## src/pkg/lrs_pkg.sv

```systemverilog
// Purpose: constants for the four-channel line receiver status and transmit control block
// Assumes: APB register access, one 50 MHz clock
// Notes:   counts are in line bit periods, transmit clock periods or reference clock edges
package lrs_pkg;
    localparam int          NCH          = 4;
    localparam logic [11:0] ADDR_CTRL0   = 12'h000;
    localparam logic [11:0] ADDR_STAT0   = 12'h010;
    localparam logic [11:0] ADDR_STRIDE  = 12'h004;
    // control register fields
    localparam int          C_SINGLE     = 0;
    localparam int          C_TXEN       = 1;
    localparam int          C_EQ         = 2;
    localparam int          C_GAIN       = 3;
    localparam int          C_SELF       = 4;
    localparam int          C_ADIS       = 5;
    localparam int          C_DDIS       = 6;
    localparam int          C_MUTE       = 7;
    localparam int          C_IRQEN      = 8;
    localparam int          C_E3         = 9;
    localparam int          CW           = 10;
    localparam logic [9:0]  CTRL_RST     = 10'h000;
    // status register fields
    localparam int          S_LOL        = 0;
    localparam int          S_DIG        = 1;
    localparam int          S_ANA        = 2;
    localparam int          S_ALL        = 3;
    localparam int          S_FAULT      = 4;
    localparam int          S_STICKY     = 5;
    localparam int          SW           = 6;
    // counts
    localparam logic [7:0]  ZERO_RUN_LOS = 8'hAF;  // 175 zeros
    localparam logic [7:0]  DENS_PULSES  = 8'hAF;  // 175 pulses
    localparam logic [9:0]  DENS_BITS    = 10'h20D; // 525 bits, 33 % of it is 175
    localparam logic [7:0]  E3_LOS_BITS  = 8'hAF;  // 175 bit periods
    localparam logic [7:0]  DRIVE_IDLE   = 8'h80;  // 128 transmit clock periods
    localparam logic [9:0]  LOCK_WIN     = 10'h3FF; // 1024 reference edges
    localparam logic [10:0] LOCK_TOL     = 11'h005; // 0.5 % of 1024, rounded down
    localparam logic [2:0]  B3ZS_ZEROS   = 3'h3;
    localparam logic [2:0]  HDB3_ZEROS   = 3'h4;
    typedef enum logic {LRS_SIG_OK = 1'b0, LRS_SIG_LOST = 1'b1} lrs_los_t;
endpackage : lrs_pkg

```

## src/lrs_top.sv

```systemverilog
// Purpose: per-channel transmit control, drive monitor, line decoder and loss detection
// Assumes: all pins synchronous to pclk; bit periods marked by enable pulses
// Notes:   registers reached over APB, zero wait states
`timescale 1ns/10ps
`default_nettype none
module lrs_top
(
    input  wire logic        pclk,
    input  wire logic        presetn,
    input  wire logic        psel,
    input  wire logic        penable,
    input  wire logic        pwrite,
    input  wire logic [11:0] paddr,
    input  wire logic [31:0] pwdata,
    output logic      [31:0] prdata,
    output logic             pready,
    output logic             pslverr,
    input  wire logic        host_mode,
    input  wire logic [3:0]  transmitter_on,
    input  wire logic [3:0]  equalizer_in_select,
    input  wire logic [3:0]  receive_monitor_gain,
    input  wire logic [3:0]  loss_mute_enable,
    input  wire logic [3:0]  transmit_clock_in,
    input  wire logic [3:0]  tx_data_pos,
    input  wire logic [3:0]  tx_data_neg,
    output logic      [3:0]  line_tx_pos,
    output logic      [3:0]  line_tx_neg,
    output logic      [3:0]  line_tx_oe,
    input  wire logic [3:0]  monitor_pos_input,
    input  wire logic [3:0]  monitor_neg_input,
    output logic      [3:0]  drive_fault_out,
    output logic             drive_fault_irq,
    output logic      [3:0]  equalizer_in,
    output logic      [3:0]  monitor_gain_on,
    input  wire logic [3:0]  line_rx_bit_en,
    input  wire logic [3:0]  line_rx_pos,
    input  wire logic [3:0]  line_rx_neg,
    input  wire logic [3:0]  analog_below_threshold,
    input  wire logic [3:0]  reference_clock_in,
    input  wire logic [3:0]  recovered_clock_in,
    output logic      [3:0]  recovered_clock_out,
    output logic      [3:0]  lock_loss_flag,
    output logic      [3:0]  rx_data_pos,
    output logic      [3:0]  rx_data_neg,
    output logic      [3:0]  code_violation_pulse,
    output logic      [3:0]  combined_signal_loss
);
    function automatic logic [11:0] reg_addr(input logic [11:0] base, input int ch);
        reg_addr = base + 12'(ch) * lrs_pkg::ADDR_STRIDE;
    endfunction : reg_addr

    logic [lrs_pkg::CW-1:0] ctrl_reg [4];
    logic [lrs_pkg::SW-1:0] stat_w   [4];
    logic [31:0]            prdata_reg;
    logic                   pready_reg;
    logic                   pslverr_reg;
    logic [3:0]             sticky_irq;
    logic                   irq_reg;

    wire setup_ph  = psel & ~penable;
    wire access_ph = psel & penable & pready_reg;
    wire wr_done   = access_ph & pwrite;
    wire rd_done   = access_ph & ~pwrite;

    logic [31:0] rd_val;
    logic        addr_hit;
    always_comb
    begin
        rd_val   = 32'h0000_0000;
        addr_hit = 1'b0;
        for (int c = 0; c < lrs_pkg::NCH; c++)
        begin
            if (paddr == reg_addr(lrs_pkg::ADDR_CTRL0, c))
            begin
                rd_val   = {22'h00_0000, ctrl_reg[c]};
                addr_hit = 1'b1;
            end
            else if (paddr == reg_addr(lrs_pkg::ADDR_STAT0, c))
            begin
                rd_val   = {26'h000_0000, stat_w[c]};
                addr_hit = 1'b1;
            end
        end
    end

    // single cycle access phase; unmapped addresses answer with pslverr
    always_ff @(posedge pclk or negedge presetn)
    begin
        if (!presetn)
        begin
            pready_reg  <= 1'b0;
            prdata_reg  <= 32'h0000_0000;
            pslverr_reg <= 1'b0;
            irq_reg     <= 1'b0;
        end
        else
        begin
            pready_reg  <= setup_ph;
            prdata_reg  <= setup_ph ? rd_val : prdata_reg;
            pslverr_reg <= setup_ph & ~addr_hit;
            irq_reg     <= |sticky_irq;
        end
    end
    assign prdata          = prdata_reg;
    assign pready          = pready_reg;
    assign pslverr         = pslverr_reg;
    assign drive_fault_irq = irq_reg;

    for (genvar c = 0; c < lrs_pkg::NCH; c++)
    begin : g_ch
        logic [lrs_pkg::CW-1:0] ctrl;
        logic        tx_pos_reg, tx_neg_reg, tx_oe_reg;
        logic [7:0]  idle_reg;
        logic        fault_reg, sticky_reg;
        logic        eq_reg, gain_reg;
        logic [7:0]  zrun_reg;
        logic        pol_reg;
        logic [3:0]  dl_reg;
        logic        lcv_reg, rxp_reg, rxn_reg;
        lrs_pkg::lrs_los_t dlst_reg, e3los_reg;
        logic [7:0]  pcnt_reg, e3cnt_reg;
        logic [9:0]  bcnt_reg;
        logic        ref_d_reg, rec_d_reg, freq_bad_reg, lol_reg, rclk_reg, rlst_reg;
        logic [9:0]  refcnt_reg;
        logic [10:0] reccnt_reg;

        assign ctrl = ctrl_reg[c];
        wire ctrl_wr  = wr_done & (paddr == reg_addr(lrs_pkg::ADDR_CTRL0, c));
        wire stat_rd  = rd_done & (paddr == reg_addr(lrs_pkg::ADDR_STAT0, c));

        // transmit enable: host mode gates the pin with the register bit; otherwise the pin alone
        wire tx_en    = host_mode ? (ctrl[lrs_pkg::C_TXEN] & transmitter_on[c])
                                  : transmitter_on[c];
        wire eq_eff   = host_mode ? ctrl[lrs_pkg::C_EQ] : equalizer_in_select[c];
        wire gain_eff = host_mode ? ctrl[lrs_pkg::C_GAIN] : receive_monitor_gain[c];
        wire mute_eff = host_mode ? ctrl[lrs_pkg::C_MUTE] : loss_mute_enable[c];
        wire tx_tick  = transmit_clock_in[c];

        // monitor source; transmit path never looks at it
        wire mon_mark = ctrl[lrs_pkg::C_SELF] ? (tx_pos_reg | tx_neg_reg)
                                              : (monitor_pos_input[c] | monitor_neg_input[c]);
        wire idle_hit = tx_tick & ~mon_mark & (idle_reg == lrs_pkg::DRIVE_IDLE - 8'h01);

        // receive decode
        wire         rx_tick  = line_rx_bit_en[c];
        wire         rp       = line_rx_pos[c];
        wire         rn       = line_rx_neg[c];
        wire         mark     = rp | rn;
        wire         single   = ctrl[lrs_pkg::C_SINGLE];
        wire         e3       = ctrl[lrs_pkg::C_E3];
        wire [2:0]   nz       = e3 ? lrs_pkg::HDB3_ZEROS : lrs_pkg::B3ZS_ZEROS;
        wire [7:0]   nz8      = {5'h00, nz};
        wire         same_pol = mark & ~(rp & rn) & (rp == pol_reg);
        wire         sub_00v  = same_pol & (zrun_reg == nz8 - 8'h01);
        wire         sub_b0v  = same_pol & (zrun_reg == nz8 - 8'h02);
        wire         legit    = sub_00v | sub_b0v;
        wire         bpv      = mark & ((rp & rn) | (same_pol & ~legit));
        wire         zrun_viol = ~mark & (zrun_reg + 8'h01 == nz8);
        wire [3:0]   dl_shift = {dl_reg[2:0], mark & ~legit};
        // a B0V/B00V removes the stuffed B still waiting in the line
        wire [3:0]   dl_mask  = sub_b0v ? (4'h1 << (nz - 3'h1)) : 4'h0;
        wire [7:0]   zrun_inc = (zrun_reg == 8'hFF) ? zrun_reg : zrun_reg + 8'h01;

        // loss detection
        wire         los_off  = ctrl[lrs_pkg::C_ADIS] & ctrl[lrs_pkg::C_DDIS];
        wire         dlst_set = ~mark & (zrun_reg + 8'h01 >= lrs_pkg::ZERO_RUN_LOS);
        wire         dens_end = mark & (pcnt_reg + 8'h01 == lrs_pkg::DENS_PULSES);
        wire         dens_ok  = dens_end & (bcnt_reg + 10'h001 < lrs_pkg::DENS_BITS);
        wire         dens_rst = dens_end | (bcnt_reg + 10'h001 >= lrs_pkg::DENS_BITS);
        wire         e3_low   = analog_below_threshold[c];
        wire         e3_diff  = e3_low != (e3los_reg == lrs_pkg::LRS_SIG_LOST);
        wire         dlst_v   = ~los_off & ~e3 & (dlst_reg == lrs_pkg::LRS_SIG_LOST);
        wire         alst_v   = ~los_off & (e3 ? (e3los_reg == lrs_pkg::LRS_SIG_LOST)
                                               : analog_below_threshold[c]);
        wire         rlst_v   = dlst_v | alst_v;

        // lock monitor counts edges of both clocks over a reference window
        wire         ref_edge = reference_clock_in[c] & ~ref_d_reg;
        wire         rec_edge = recovered_clock_in[c] & ~rec_d_reg;
        wire         win_end  = ref_edge & (refcnt_reg == lrs_pkg::LOCK_WIN);
        wire [10:0]  ref_n    = {1'b0, refcnt_reg} + 11'h001;
        wire [10:0]  diff     = (reccnt_reg > ref_n) ? reccnt_reg - ref_n : ref_n - reccnt_reg;

        always_ff @(posedge pclk or negedge presetn)
        begin
            if (!presetn)
                ctrl_reg[c] <= lrs_pkg::CTRL_RST;
            else if (ctrl_wr)
                ctrl_reg[c] <= pwdata[lrs_pkg::CW-1:0];
        end

        always_ff @(posedge pclk or negedge presetn)
        begin
            if (!presetn)
            begin
                tx_pos_reg <= 1'b0;
                tx_neg_reg <= 1'b0;
                tx_oe_reg  <= 1'b0;
                idle_reg   <= 8'h00;
                fault_reg  <= 1'b0;
                sticky_reg <= 1'b0;
                eq_reg     <= 1'b0;
                gain_reg   <= 1'b0;
            end
            else
            begin
                tx_oe_reg  <= tx_en;
                if (tx_tick)
                begin
                    tx_pos_reg <= tx_data_pos[c];
                    tx_neg_reg <= tx_data_neg[c];
                    if (mon_mark)
                        idle_reg <= 8'h00;
                    else if (idle_reg != lrs_pkg::DRIVE_IDLE)
                        idle_reg <= idle_reg + 8'h01;
                end
                fault_reg  <= (idle_reg == lrs_pkg::DRIVE_IDLE) | idle_hit;
                // a new fault beats the read that clears it
                sticky_reg <= idle_hit | (sticky_reg & ~stat_rd);
                eq_reg     <= eq_eff;
                gain_reg   <= gain_eff;
            end
        end

        always_ff @(posedge pclk or negedge presetn)
        begin
            if (!presetn)
            begin
                zrun_reg <= 8'h00;
                pol_reg  <= 1'b0;
                dl_reg   <= 4'h0;
                lcv_reg  <= 1'b0;
                rxp_reg  <= 1'b0;
                rxn_reg  <= 1'b0;
            end
            else
            begin
                lcv_reg <= rx_tick & ~single & (bpv | zrun_viol);
                if (rx_tick)
                begin
                    zrun_reg <= mark ? 8'h00 : zrun_inc;
                    pol_reg  <= mark ? rp : pol_reg;
                    dl_reg   <= dl_shift & ~dl_mask;
                    // muting wins over both bypass and decoded paths
                    rxp_reg  <= ~(rlst_reg & mute_eff) & (single ? rp : dl_reg[3]);
                    rxn_reg  <= ~(rlst_reg & mute_eff) & single & rn;
                end
                else if (rlst_reg & mute_eff)
                begin
                    rxp_reg  <= 1'b0;
                    rxn_reg  <= 1'b0;
                end
            end
        end

        always_ff @(posedge pclk or negedge presetn)
        begin
            if (!presetn)
            begin
                dlst_reg  <= lrs_pkg::LRS_SIG_OK;
                e3los_reg <= lrs_pkg::LRS_SIG_OK;
                pcnt_reg  <= 8'h00;
                bcnt_reg  <= 10'h000;
                e3cnt_reg <= 8'h00;
                rlst_reg  <= 1'b0;
            end
            else
            begin
                rlst_reg <= rlst_v;
                if (rx_tick)
                begin
                    case (dlst_reg)
                        lrs_pkg::LRS_SIG_OK:
                        begin
                            pcnt_reg <= 8'h00;
                            bcnt_reg <= 10'h000;
                            if (dlst_set)
                                dlst_reg <= lrs_pkg::LRS_SIG_LOST;
                        end
                        default:
                        begin
                            pcnt_reg <= dens_rst ? 8'h00 : pcnt_reg + {7'h00, mark};
                            bcnt_reg <= dens_rst ? 10'h000 : bcnt_reg + 10'h001;
                            if (dens_ok)
                                dlst_reg <= lrs_pkg::LRS_SIG_OK;
                        end
                    endcase
                    // 175 steady periods both ways, inside the 10 to 255 bound
                    if (!e3_diff)
                        e3cnt_reg <= 8'h00;
                    else if (e3cnt_reg + 8'h01 == lrs_pkg::E3_LOS_BITS)
                    begin
                        e3cnt_reg <= 8'h00;
                        e3los_reg <= e3_low ? lrs_pkg::LRS_SIG_LOST : lrs_pkg::LRS_SIG_OK;
                    end
                    else
                        e3cnt_reg <= e3cnt_reg + 8'h01;
                end
            end
        end

        always_ff @(posedge pclk or negedge presetn)
        begin
            if (!presetn)
            begin
                ref_d_reg    <= 1'b0;
                rec_d_reg    <= 1'b0;
                refcnt_reg   <= 10'h000;
                reccnt_reg   <= 11'h000;
                freq_bad_reg <= 1'b1;
                lol_reg      <= 1'b1;
                rclk_reg     <= 1'b0;
            end
            else
            begin
                ref_d_reg  <= reference_clock_in[c];
                rec_d_reg  <= recovered_clock_in[c];
                refcnt_reg <= win_end ? 10'h000 : refcnt_reg + {9'h000, ref_edge};
                reccnt_reg <= win_end ? 11'h000 : reccnt_reg + {10'h000, rec_edge};
                if (win_end)
                    freq_bad_reg <= diff > lrs_pkg::LOCK_TOL;
                lol_reg    <= freq_bad_reg | rlst_v;
                // level select only; a real clock mux would be glitch-safe
                rclk_reg   <= lol_reg ? reference_clock_in[c] : recovered_clock_in[c];
            end
        end

        assign sticky_irq[c]           = sticky_reg & ctrl[lrs_pkg::C_IRQEN];
        assign stat_w[c]               = {sticky_reg, fault_reg, rlst_reg, alst_v, dlst_v, lol_reg};
        assign line_tx_pos[c]          = tx_pos_reg;
        assign line_tx_neg[c]          = tx_neg_reg;
        assign line_tx_oe[c]           = tx_oe_reg;
        assign drive_fault_out[c]      = fault_reg;
        assign equalizer_in[c]         = eq_reg;
        assign monitor_gain_on[c]      = gain_reg;
        assign recovered_clock_out[c]  = rclk_reg;
        assign lock_loss_flag[c]       = lol_reg;
        assign rx_data_pos[c]          = rxp_reg;
        assign rx_data_neg[c]          = rxn_reg;
        assign code_violation_pulse[c] = lcv_reg;
        assign combined_signal_loss[c] = rlst_reg;
    end
endmodule : lrs_top
`default_nettype wire

```

## config.mk

```make
export PLATFORM = sky130hd
export DESIGN_NAME = lrs_top
export DESIGN_NICKNAME = d
export VERILOG_FILES = /design/src/pkg/lrs_pkg.sv /design/src/lrs_top.sv
export SDC_FILE = /design/constraint.sdc
export NUM_CORES = 1
export LEC_CHECK = 0
export ABC_AREA = 1
export BUFFER_PORTS_ARGS = -buffer_cell sky130_fd_sc_hd__buf_4
export CAP_MARGIN = 20
export CORE_UTILIZATION = 56
export DETAILED_ROUTE_END_ITERATION = 8
export HOLD_SLACK_MARGIN = 0.05
export MAX_ROUTING_LAYER = met4
export PLACE_DENSITY = 0.78
export SYNTH_ARGS = -nofsm -noshare
export SYNTH_HDL_FRONTEND = slang
export SYNTH_SLANG_ARGS = --single-unit
```

## constraint.sdc

```tcl
create_clock -name pclk -period 2.9 [get_ports pclk]
set_input_delay 0.58 -clock pclk [delete_from_list [all_inputs] [get_ports pclk]]
set_output_delay 0.58 -clock pclk [all_outputs]
set_load 0.05 [all_outputs]
```

After elaboration in Yosys (flattened, before gate mapping)
Cells that the tools add are included.
Word-level totals
  input port bits: 110
  word-level logic and storage cells: 650
  bits in registers: 419
  output and inout bits: 83
Cells by class
  shifts and indexed selects: 4
  multiplexer cells: 136
  bitwise gates (word level): 233
  magnitude comparators: 20
  reductions and logical operators: 26
  equal/unequal tests: 59
  $add $sub $neg: 56
Operator list (count)
  two-way mux 8 bit: 32
  two-way mux 32 bit: 6
  AND 1 bit: 134
  two-way mux 10 bit: 13
  adder 8 x 1 -> 8 bit (second input constant): 16
  equality test 8 bit (second input constant): 16
  two-way mux 11 bit: 8
  subtractor 11 bit: 8
  two-way mux 1 bit: 68
  equality test 8 bit: 8
  equality test 12 x 5 -> 1 bit (second input constant): 4
  inverter 1 bit: 47
  adder 10 x 1 -> 11 bit (second input constant): 4
  adder 11 x 1 -> 11 bit: 4
  > comparator 11 bit: 4
  > comparator 11 x 3 -> 1 bit (second input constant): 4
  bitwise OR 1 bit: 44
  adder 10 x 1 -> 10 bit: 4
  adder 10 x 1 -> 10 bit (second input constant): 4
  equality test 10 bit (second input constant): 4
  >= comparator 10 bit (second input constant): 4
  < comparator 10 bit (second input constant): 4
  adder 8 x 1 -> 8 bit: 4
  equality test 8 x 3 -> 1 bit: 4
  other kinds (22): 86

Depth between registers and ports, before layout
Gate-level depths: netlist of run 1.
  word-level depth: 12
  mapped depth: 23
  gate-level depth less buffers: 22

Least setup slack after synthesis of run 1
No wires, ideal clock.
  path kind: reg-to-reg
  from: register g_ch[1].refcnt_reg[2]
  to: register g_ch[1].freq_bad_reg
  buffers on the path: 2
  cell stages (with the launch flop): 20
  required time: 2825 ps
  path slack: 132 ps
  data arrival time: 2693 ps
  clock period less this slack: 2768 ps
  setup time: 75 ps
  cell sequence: dfrtp_1 > clkbuf_1 > nand2_1 > nor3_1 > nand2_1 > xor2_1 > inv_1 > ha_1 > nand2_1 > nor2_2 > nand3_1 > nand2_1 > buf_2 > nand2_1 > nand2_1 > inv_1 > nor2_1 > nand3_1 > nor2_1 > nor2_1
Between the ends
  longest elaborated chain between the ends: 4
  elaborated cells on any way between the ends: 8
  those cells by class: 3 x add/sub; 2 x order compare; 1 x eq/ne; 1 x mux; 1 x bitwise
RTL lines
  start, declared: line lrs_top.sv:124  | logic [9:0] refcnt_reg;
  start signal, assigned: line lrs_top.sv:318  | refcnt_reg <= win_end ? 10'h000 : refcnt_reg + {9'h000, ref_edge};
  adder 10 x 1 -> 11 bit: line lrs_top.sv:181  | wire [10:0] ref_n = {1'b0, refcnt_reg} + 11'h001;
  subtractor 11 bit or > comparator 11 bit (tied branches): line lrs_top.sv:182  | wire [10:0] diff = (reccnt_reg > ref_n) ? reccnt_reg - ref_n : ref_n - reccnt_reg;
  two-way mux 11 bit: line lrs_top.sv:182
  > comparator 11 x 3 -> 1 bit: line lrs_top.sv:321  | freq_bad_reg <= diff > lrs_pkg::LOCK_TOL;
  end signal, assigned: line lrs_top.sv:321
  end, declared: line lrs_top.sv:123  | logic ref_d_reg, rec_d_reg, freq_bad_reg, lol_reg, rclk_reg, rlst_reg;
Parallel ways exist; a longest one is shown, timed or not.
A chain may end at the register's enable or synchronous reset.

Worst setup path in the final report of run 1
  from: register g_ch[0].refcnt_reg[0]
  to: register g_ch[0].freq_bad_reg
Between the ends
  longest elaborated chain between the ends: 4
  elaborated cells on any way between the ends: 8
  those cells by class: 3 x add/sub; 2 x order compare; 1 x eq/ne; 1 x mux; 1 x bitwise
RTL lines (line)
  start, declared: lrs_top.sv:124
  start signal, assigned: lrs_top.sv:318
  adder 10 x 1 -> 11 bit: lrs_top.sv:181
  subtractor 11 bit or > comparator 11 bit (tied branches): lrs_top.sv:182
  two-way mux 11 bit: lrs_top.sv:182
  > comparator 11 x 3 -> 1 bit: lrs_top.sv:321
  end signal, assigned: lrs_top.sv:321
  end, declared: lrs_top.sv:123
Parallel ways exist; a longest one is shown, timed or not.

==> results.py, run 1 <==
metrics = {
    "flow_run": {
        "maxCapViolations": 0,
    },
    "synth": {
        "synthCells": 3803,
        "synth_seq_area_share_pct": 36.6,
        "synth-seq-cells": 397,
        "synth_cell_types": 56,
        "synth_area_sq_um": 27200,
        "synth.avg_cell_area_sq_um": 7.15,
        "async_flop_share_pct": 100,
        "synthesis.yosys.warnings": 0,
        "synth-edff-count": 0,
        "synth_flop_cell": "sky130_fd_sc_hd__dfrtp_1",
    },
    "power_and_ir_drop": {
        "sw_frac_of_total_pct": 42.7,
        "combPwrFrac_pct": 52.6,
        "intPower_uw": 15200,
        "power_density_nw_per_um2": 828,
        "pwr-share-clk_pct": 22.1,
        "power_switching_uw": 11400,
        "total_power_uw": 26600,
        "power.static_leakage_uw": 0.0166,
        "sequentialPowerShare_pct": 25.3,
        "ir_worst_vdd_v": 0.000498,
    },
    "placed_design": {
        "preCtsSetupSlack_ps": -49.3,
        "placed_wire_length_estimate_after_detailed_placement_um": 51000,
        "buffer_ports.inserted": 148,
        "place_congestion": 0.957,
        "dp.cells": 4580,
        "placed_cell_area_sq_um": 29300,
    },
    "sta": {
        "layout_worst_path_cycle_share_pct": 95.7,
        "fin_crit_ps": 2770,
        "finalMaxSlewViolations": 0,
        "achievable-frequency_ghz": 0.360,
        "finClkSkew_ps": 24.7,
        "setup_viol": 0,
        "slew_headroom_pct": 47.2,
        "rsz0062_at_grt": "true",
        "final.setup.worst_slack_ps": 125,
        "hold_viol_final": 0,
        "tightest_slew_ps": 792,
    },
    "critical_path": {
        "critical_path_data_required_time_ps": 3400,
        "arrival_ps": 3280,
        "crit_path_end_kind": "flop",
        "critPathMaxStageDelay_ps": 410,
        "timing_worst_setup_path_type": "flop to flop",
        "setup.worst_path.start_class": "flop",
        "worstReg2RegStart": "g_ch[0].refcnt_reg[0]",
        "timing.reg2reg.setup_slack_ps": 130,
        "worst-r2r-cell-count": 19,
        "worstPathMaxFanout": 6,
        "timing.rr.end": "g_ch[0].freq_bad_reg",
        "critical-path-slowest-cell": "sky130_fd_sc_hd__dfrtp_1",
        "path_cells": "buf_6 -> nand3_4 -> nor2_4 -> buf_6 -> nand2_2 -> xnor2_4 -> ha_4 -> nand2_1 -> nor3_2 -> nand3_1 -> nand2_4 -> buf_4 -> nand2_1 -> nand2_1 -> inv_1 -> nor2_1 -> nand3_1 -> nor2_1 -> nor2_1",
    },
    "clock_network": {
        "cts_inserted_buffers": 45,
        "cts-root-buf": "sky130_fd_sc_hd__clkbuf_16",
        "path_clk_slew_ps": 70,
        "worstSkewPairLatency_ps": 580,
        "cts_sinks": 397,
        "htreeDepth": 2,
        "clock_tree.buffer_depth": 3,
        "cts_tree": "done",
    },
    "final_layout": {
        "filler_cell_count": 3987,
        "final_area_sq_um": 32200,
        "mostFrequentLayoutCell": "sky130_fd_sc_hd__nand2_1",
        "most-common-layout-cells": "sky130_fd_sc_hd__nand2_1 (1,052), sky130_fd_sc_hd__inv_1 (575), sky130_fd_sc_hd__dfrtp_1 (387)",
        "multiInputGateArea_sq_um": 15300,
        "flow.area_growth_from_synthesis_pct": 18.3,
        "ff_latch_area_sq_um": 9950,
        "post_layout_nonfiller_instances": 4689,
        "drive_above_1_share_pct": 15.1,
        "finalNetCount": 4310,
        "largest_register_ff_count": 44,
    },
    "global_route": {
        "grt_usage_pct": 28.2,
        "antenna_found_initial": 1,
        "pin_count_of_the_biggest_net_entering_global_routing": 77,
        "grt_pass1_wl_um": 112000,
        "overflow": 0,
        "grt_pass1_vias": 23300,
    },
    "drt": {
        "route.antenna.remaining_nets": 0,
        "drtIter0Drc": 1890,
        "vias": 25000,
        "wl_um": 69200,
        "detail_route.first_pass.iterations": 6,
        "detail_route.drc_violations": 0,
        "via_per_inst": 5.32,
        "routedWlPerCell_um": 14.8,
    },
    "floorplanning": {
        "initial_utilization_pct": 56.8,
        "core_footprint_sq_um": 47800,
        "chipWidth_um": 222,
        "ios": 193,
        "die_y_um": 222,
        "std_cell_rows": 80,
        "design.die.area_sq_um": 49400,
    },
    "worst_hold_path": {
        "hp-start": "recovered_clock_in[3]",
        "worst_hold_path.num_cells": 1,
        "timing.hold.worst_endpoint": "g_ch[3].rec_d_reg",
        "min-delay-path-class": "primary input to flop",
    },
    "status": {
        "status": "completed",
    },
}
kinds of logic after synthesis:
group / share of synthesized area (%)
other cells: 0.0138
flops: 36.6
simple gates: 30.8
buf+inv: 11.3
compound gates: 7.99
fa+ha+maj: 7.59
xor+xnor: 5.74
Yosys cell counts (all sizes together), types with 2 or more instances:
| cell type | count | share of area (%) |
|---|---|---|
| a21oi | 91 | 1.7 |
| clkinv | 3 | 0.041 |
| dfrtp | 389 | 36 |
| nor2 | 312 | 4.5 |
| or2 | 8 | 0.18 |
| nand3b | 3 | 0.097 |
| nor3b | 16 | 0.44 |
| o21bai | 2 | 0.055 |
| o22ai | 20 | 0.46 |
| ha | 152 | 7.0 |
| clkbuf | 34 | 0.47 |
| buf | 101 | 2.6 |
| o211ai | 16 | 0.44 |
| or3 | 3 | 0.069 |
| o21ai | 200 | 3.8 |
| a2bb2oi | 2 | 0.064 |
| a221oi | 4 | 0.13 |
| o31ai | 24 | 0.66 |
| nand2 | 1097 | 15 |
| xor2 | 143 | 4.6 |
| o21a | 9 | 0.25 |
| nand4 | 123 | 2.8 |
| xnor2 | 35 | 1.1 |
| fa | 8 | 0.59 |
| a31oi | 5 | 0.12 |
| nor3 | 78 | 1.5 |
| nand3 | 288 | 5.4 |
| nor4 | 21 | 0.51 |
| dfstp | 8 | 0.77 |
| inv | 595 | 8.2 |
| and3 | 2 | 0.046 |
power groups by stage:
stage | clock network, uW | registers, uW | logic (uW)
5_1_grt | 6200 | 6830 | 15800
3_5_place_dp | 0 | 6770 | 12300
6_report | 5880 | 6730 | 14000
4_1_cts | 5980 | 6680 | 12400
2_1_floorplan | 0 | 6680 | 9010
3_3_place_gp | 0 | 6750 | 12200
layout make-up:
type                    count  area share [%]
repair buffers            304            7.46
clock buffers              62            4.04
well taps                 615            2.39
multi-input cells        2694            47.4
inverters                 598            6.99
flip-flops and latches    397            30.9
clock inverters            18           0.724
diodes                      1         0.00778
stage by stage:
stage	util [%]	TNS, ps	hold slack [ps]
floorplan	-	0	284
global placement	61.3	0	454
detailed placement	61.3	-82.6	451
CTS	64.6	0	101
global route	67.2	-228	111
finish	67.2	0	128
metal layers:
metal / track usage [%] / wire length [um] / part of all wire [%] / vias up
met4: 8.85 / 2100 / 3.0 / 0
met3: 4.60 / 4140 / 6.0 / 142
met2: 45.0 / 32200 / 47 / 674
li1: - / - / - / 12500
met5: - / 0 / 0 / -
met1: 36.8 / 30800 / 44 / 11600
worst max-delay path by stage:
stage | slack, ps | to | depth (start not counted) | from
global route | -130 | g_ch[1].freq_bad_reg | 20 | g_ch[1].refcnt_reg[4]
floorplan | 130 | g_ch[1].freq_bad_reg | 19 | g_ch[1].refcnt_reg[2]
detailed placement | -50 | g_ch[1].freq_bad_reg | 20 | g_ch[1].refcnt_reg[0]
CTS | 0.6 | g_ch[0].freq_bad_reg | 19 | g_ch[0].refcnt_reg[0]
global placement | 0.5 | g_ch[0].freq_bad_reg | 21 | g_ch[0].refcnt_reg[0]
finish | 130 | g_ch[0].freq_bad_reg | 19 | g_ch[0].refcnt_reg[0]
worst max-delay path, delay by kind of cell (launching register included):
family,cells,cell delay (ps)
XOR/XNOR,1,180
adder cells (fa/ha/maj),1,300
buffers and inverters,4,420
flip-flops,1,410
AND/OR/NAND/NOR,13,1410
timing repair:
| action | 4_1_cts | 5_1_grt |
|---|---|---|
| cloned | 0 | 1 |
| setup endpoints to repair | 2 | 4 |
| pin swaps | 2 | 71 |
| endpoints found under the hold margin | 66 | 0 |
| buffers inserted | 1 | 25 |
| hold buffers | 1 | 0 |
| gates resized for setup | 6 | 226 |
Power figures use the tool's default switching activity.
==> inputs of run 2 (changes only) <==
- CORE_MARGIN: not set -> 2
- CORE_UTILIZATION: 56 -> 50
- PLACE_DENSITY: 0.78 -> 0.71
- RECOVER_POWER: not set -> 50
==> run 2 against run 1 <==
Compared with the run above: the flow now finishes with violations (max-capacitance violations, max-slew violations); clock power about the same; combinational power about the same; via count decreased by 1.7%; sequential cell count unchanged; final cell count increased by 2.0%; critical endpoint is now g_ch[2].freq_bad_reg.
==> results.py, run 2 (synthesis gave the netlist of run 1 again) <==
metrics = {
    "status": {
        "status": "complete, but fails checks",
        "violations": "max-capacitance violations, max-slew violations",
    },
    "placed_design": {
        "placed_wire_length_estimate_after_detailed_placement_um": 52000,
        "buffer_ports.inserted": 148,
        "place_congestion": 0.952,
    },
    "critical_path": {
        "critical_path.startpoint": "g_ch[2].refcnt_reg[1]",
        "critical-path-slowest-cell": "sky130_fd_sc_hd__dfrtp_1",
        "critPathMaxStageDelay_ps": 440,
        "cp.buffers_inverters": 5,
        "crit_path_end_kind": "flop",
        "arrival_ps": 3330,
        "critical_path_data_required_time_ps": 3400,
        "timing.critical_path.max_delay_family": "simple AND/OR/NAND/NOR gates",
        "worstPathMaxFanout": 4,
        "timing_worst_setup_path_type": "flop to flop",
        "timing.reg2reg.setup_slack_ps": 80,
        "setup.worst_path.start_class": "flop",
        "path_cells": "ha_4 -> nand3_4 -> nor2_4 -> buf_6 -> nand4_1 -> ha_1 -> buf_6 -> nand2_1 -> inv_1 -> nand4_1 -> buf_4 -> buf_4 -> nand3_2 -> nand2_2 -> a21oi_2 -> nand3_2 -> nor2_2 -> nor2_1",
        "worstReg2RegStart": "g_ch[2].refcnt_reg[1]",
    },
    "power_and_ir_drop": {
        "total_power_uw": 26300,
        "sequentialPowerShare_pct": 25.6,
        "ir_worst_vdd_v": 0.000517,
        "sw_frac_of_total_pct": 42.5,
        "power.static_leakage_uw": 0.0165,
        "power_density_nw_per_um2": 820,
        "intPower_uw": 15100,
        "pwr-share-clk_pct": 22.3,
        "combPwrFrac_pct": 52.1,
        "power_switching_uw": 11200,
    },
    "clock_network": {
        "path_clk_slew_ps": 60,
        "worstSkewPairLatency_ps": 580,
        "htreeDepth": 2,
        "cts_tree": "done",
        "cts-root-buf": "sky130_fd_sc_hd__clkbuf_16",
        "cts_inserted_buffers": 46,
        "clock_tree.buffer_depth": 3,
        "cts_sinks": 397,
    },
    "final_layout": {
        "largest_register_ff_count": 44,
        "drive_above_1_share_pct": 14.0,
        "finalNetCount": 4316,
        "filler_cell_count": 4862,
        "most-common-layout-cells": "sky130_fd_sc_hd__nand2_1 (1,058), sky130_fd_sc_hd__inv_1 (572), sky130_fd_sc_hd__dfrtp_1 (388)",
        "mostFrequentLayoutCell": "sky130_fd_sc_hd__nand2_1",
        "layout.core_utilization_pct": 59.5,
        "flow.area_growth_from_synthesis_pct": 17.8,
    },
    "floorplanning": {
        "ios": 193,
        "core_footprint_sq_um": 53800,
        "die_y_um": 237,
        "chipWidth_um": 237,
        "initial_utilization_pct": 50.5,
        "design.die.area_sq_um": 56200,
        "std_cell_rows": 85,
    },
    "worst_hold_path": {
        "min-delay-path-class": "primary input to flop",
        "hp-start": "recovered_clock_in[2]",
    },
    "global_route": {
        "antenna_found_initial": 4,
        "pin_count_of_the_biggest_net_entering_global_routing": 71,
        "overflow": 0,
        "grt_pass1_wl_um": 112000,
        "grt_usage_pct": 24.9,
        "grt_pass1_vias": 23000,
    },
    "drt": {
        "detail_route.first_pass.iterations": 6,
        "drtIter0Drc": 1565,
        "detail_route.drc_violations": 0,
        "routedWlPerCell_um": 14.3,
        "wl_um": 68200,
        "vias": 24500,
        "via_per_inst": 5.13,
        "route.antenna.remaining_nets": 0,
    },
    "sta": {
        "achievable-frequency_ghz": 0.354,
        "tightest_slew_ps": 1790,
        "finClkSkew_ps": 23.7,
        "setup-tns-final_ps": 0,
        "setup_viol": 0,
        "slew_headroom_pct": -19.5,
        "layout_worst_path_cycle_share_pct": 97.4,
        "hold_viol_final": 0,
        "fin_crit_ps": 2820,
        "finalMaxSlewViolations": 100,
    },
    "flow_run": {
        "maxCapViolations": 2,
    },
}
-- run 2: cell types whose count changed in the layout (fill, tap and decap cells not counted), sizes merged --
cell / previous run / this run
bufinv: 4 / 3
buf: 303 / 287
diode: 1 / 5
clkinv: 15 / 10
clkbuf: 62 / 91
-- run 2: worst paths after layout --
check / endpoint / cells after the start
worst max register to register: g_ch[2].freq_bad_reg / 18
min in group asynchronous: g_ch[3].reccnt_reg[10] / 2
max in group asynchronous: g_ch[0].bcnt_reg[7] / 3
worst min register to register: g_ch[3].idle_reg[6] / 1
worst max-delay path: g_ch[2].freq_bad_reg / 18
worst min-delay path: g_ch[2].rec_d_reg / 1
-- run 2: metal layers --
layer | part of all wire (%) | global-route usage, % | vias to the layer above
met2 | 46 | 39.3 | 537
met4 | 2.6 | 7.19 | 0
met1 | 46 | 33.2 | 11400
met3 | 5.4 | 4.23 | 108
li1 | - | - | 12500
met5 | 0 | - | -
-- run 2: power by group through the flow --
| stage | Sequential (uW) | Clock (uW) | Combinational [uW] |
|---|---|---|---|
| 2_1_floorplan | 6680 | 0 | 9010 |
| 3_3_place_gp | 6740 | 0 | 12500 |
| 3_5_place_dp | 6770 | 0 | 12600 |
| 4_1_cts | 6670 | 6000 | 12700 |
| 5_1_grt | 6810 | 6230 | 15600 |
| 6_report | 6710 | 5850 | 13700 |
-- run 2: layout make-up --
| type | count | area [sq um] | share of cell area [%] |
|---|---|---|---|
| Antenna cell | 5 | 12.5 | 0.0391 |
| Clock buffer | 70 | 1360 | 4.25 |
| Clock inverter | 12 | 164 | 0.512 |
| Inverter | 598 | 2240 | 7.01 |
| Multi-Input combinational cell | 2694 | 15100 | 47.2 |
| Sequential cell | 397 | 9950 | 31.1 |
| Tap cell | 696 | 871 | 2.72 |
| Timing Repair Buffer | 309 | 2320 | 7.25 |
-- run 2: worst register-to-register path: cells and delay by family (launching register included) --
kind,cells,cell delay [ps]
and+or+nand+nor,10,1030
DFF,1,440
buffers and inverters,5,610
adders and majority gates,2,580
AOI/OAI and AO/OA,1,110
-- run 2: what timing repair did --
action	4_1_cts	5_1_grt
buffers inserted	2	20
setup endpoints to repair	3	4
hold endpoints to repair	55	0
pin swaps	2	57
hold buffers	1	0
gates cloned	0	1
gates resized for setup	6	196
-- run 2: metrics by stage --
stage,instances,hold slack [ps],cell area (sq um),setup WS [ps]
after floorplan,3824,284,27300,132
after global placement,4670,454,29500,-17.1
after global routing,4780,118,32000,-65.7
final,4781,149,32000,76.8
after detailed placement,4670,467,29500,-64.3
after CTS,4755,91.6,31100,0.447
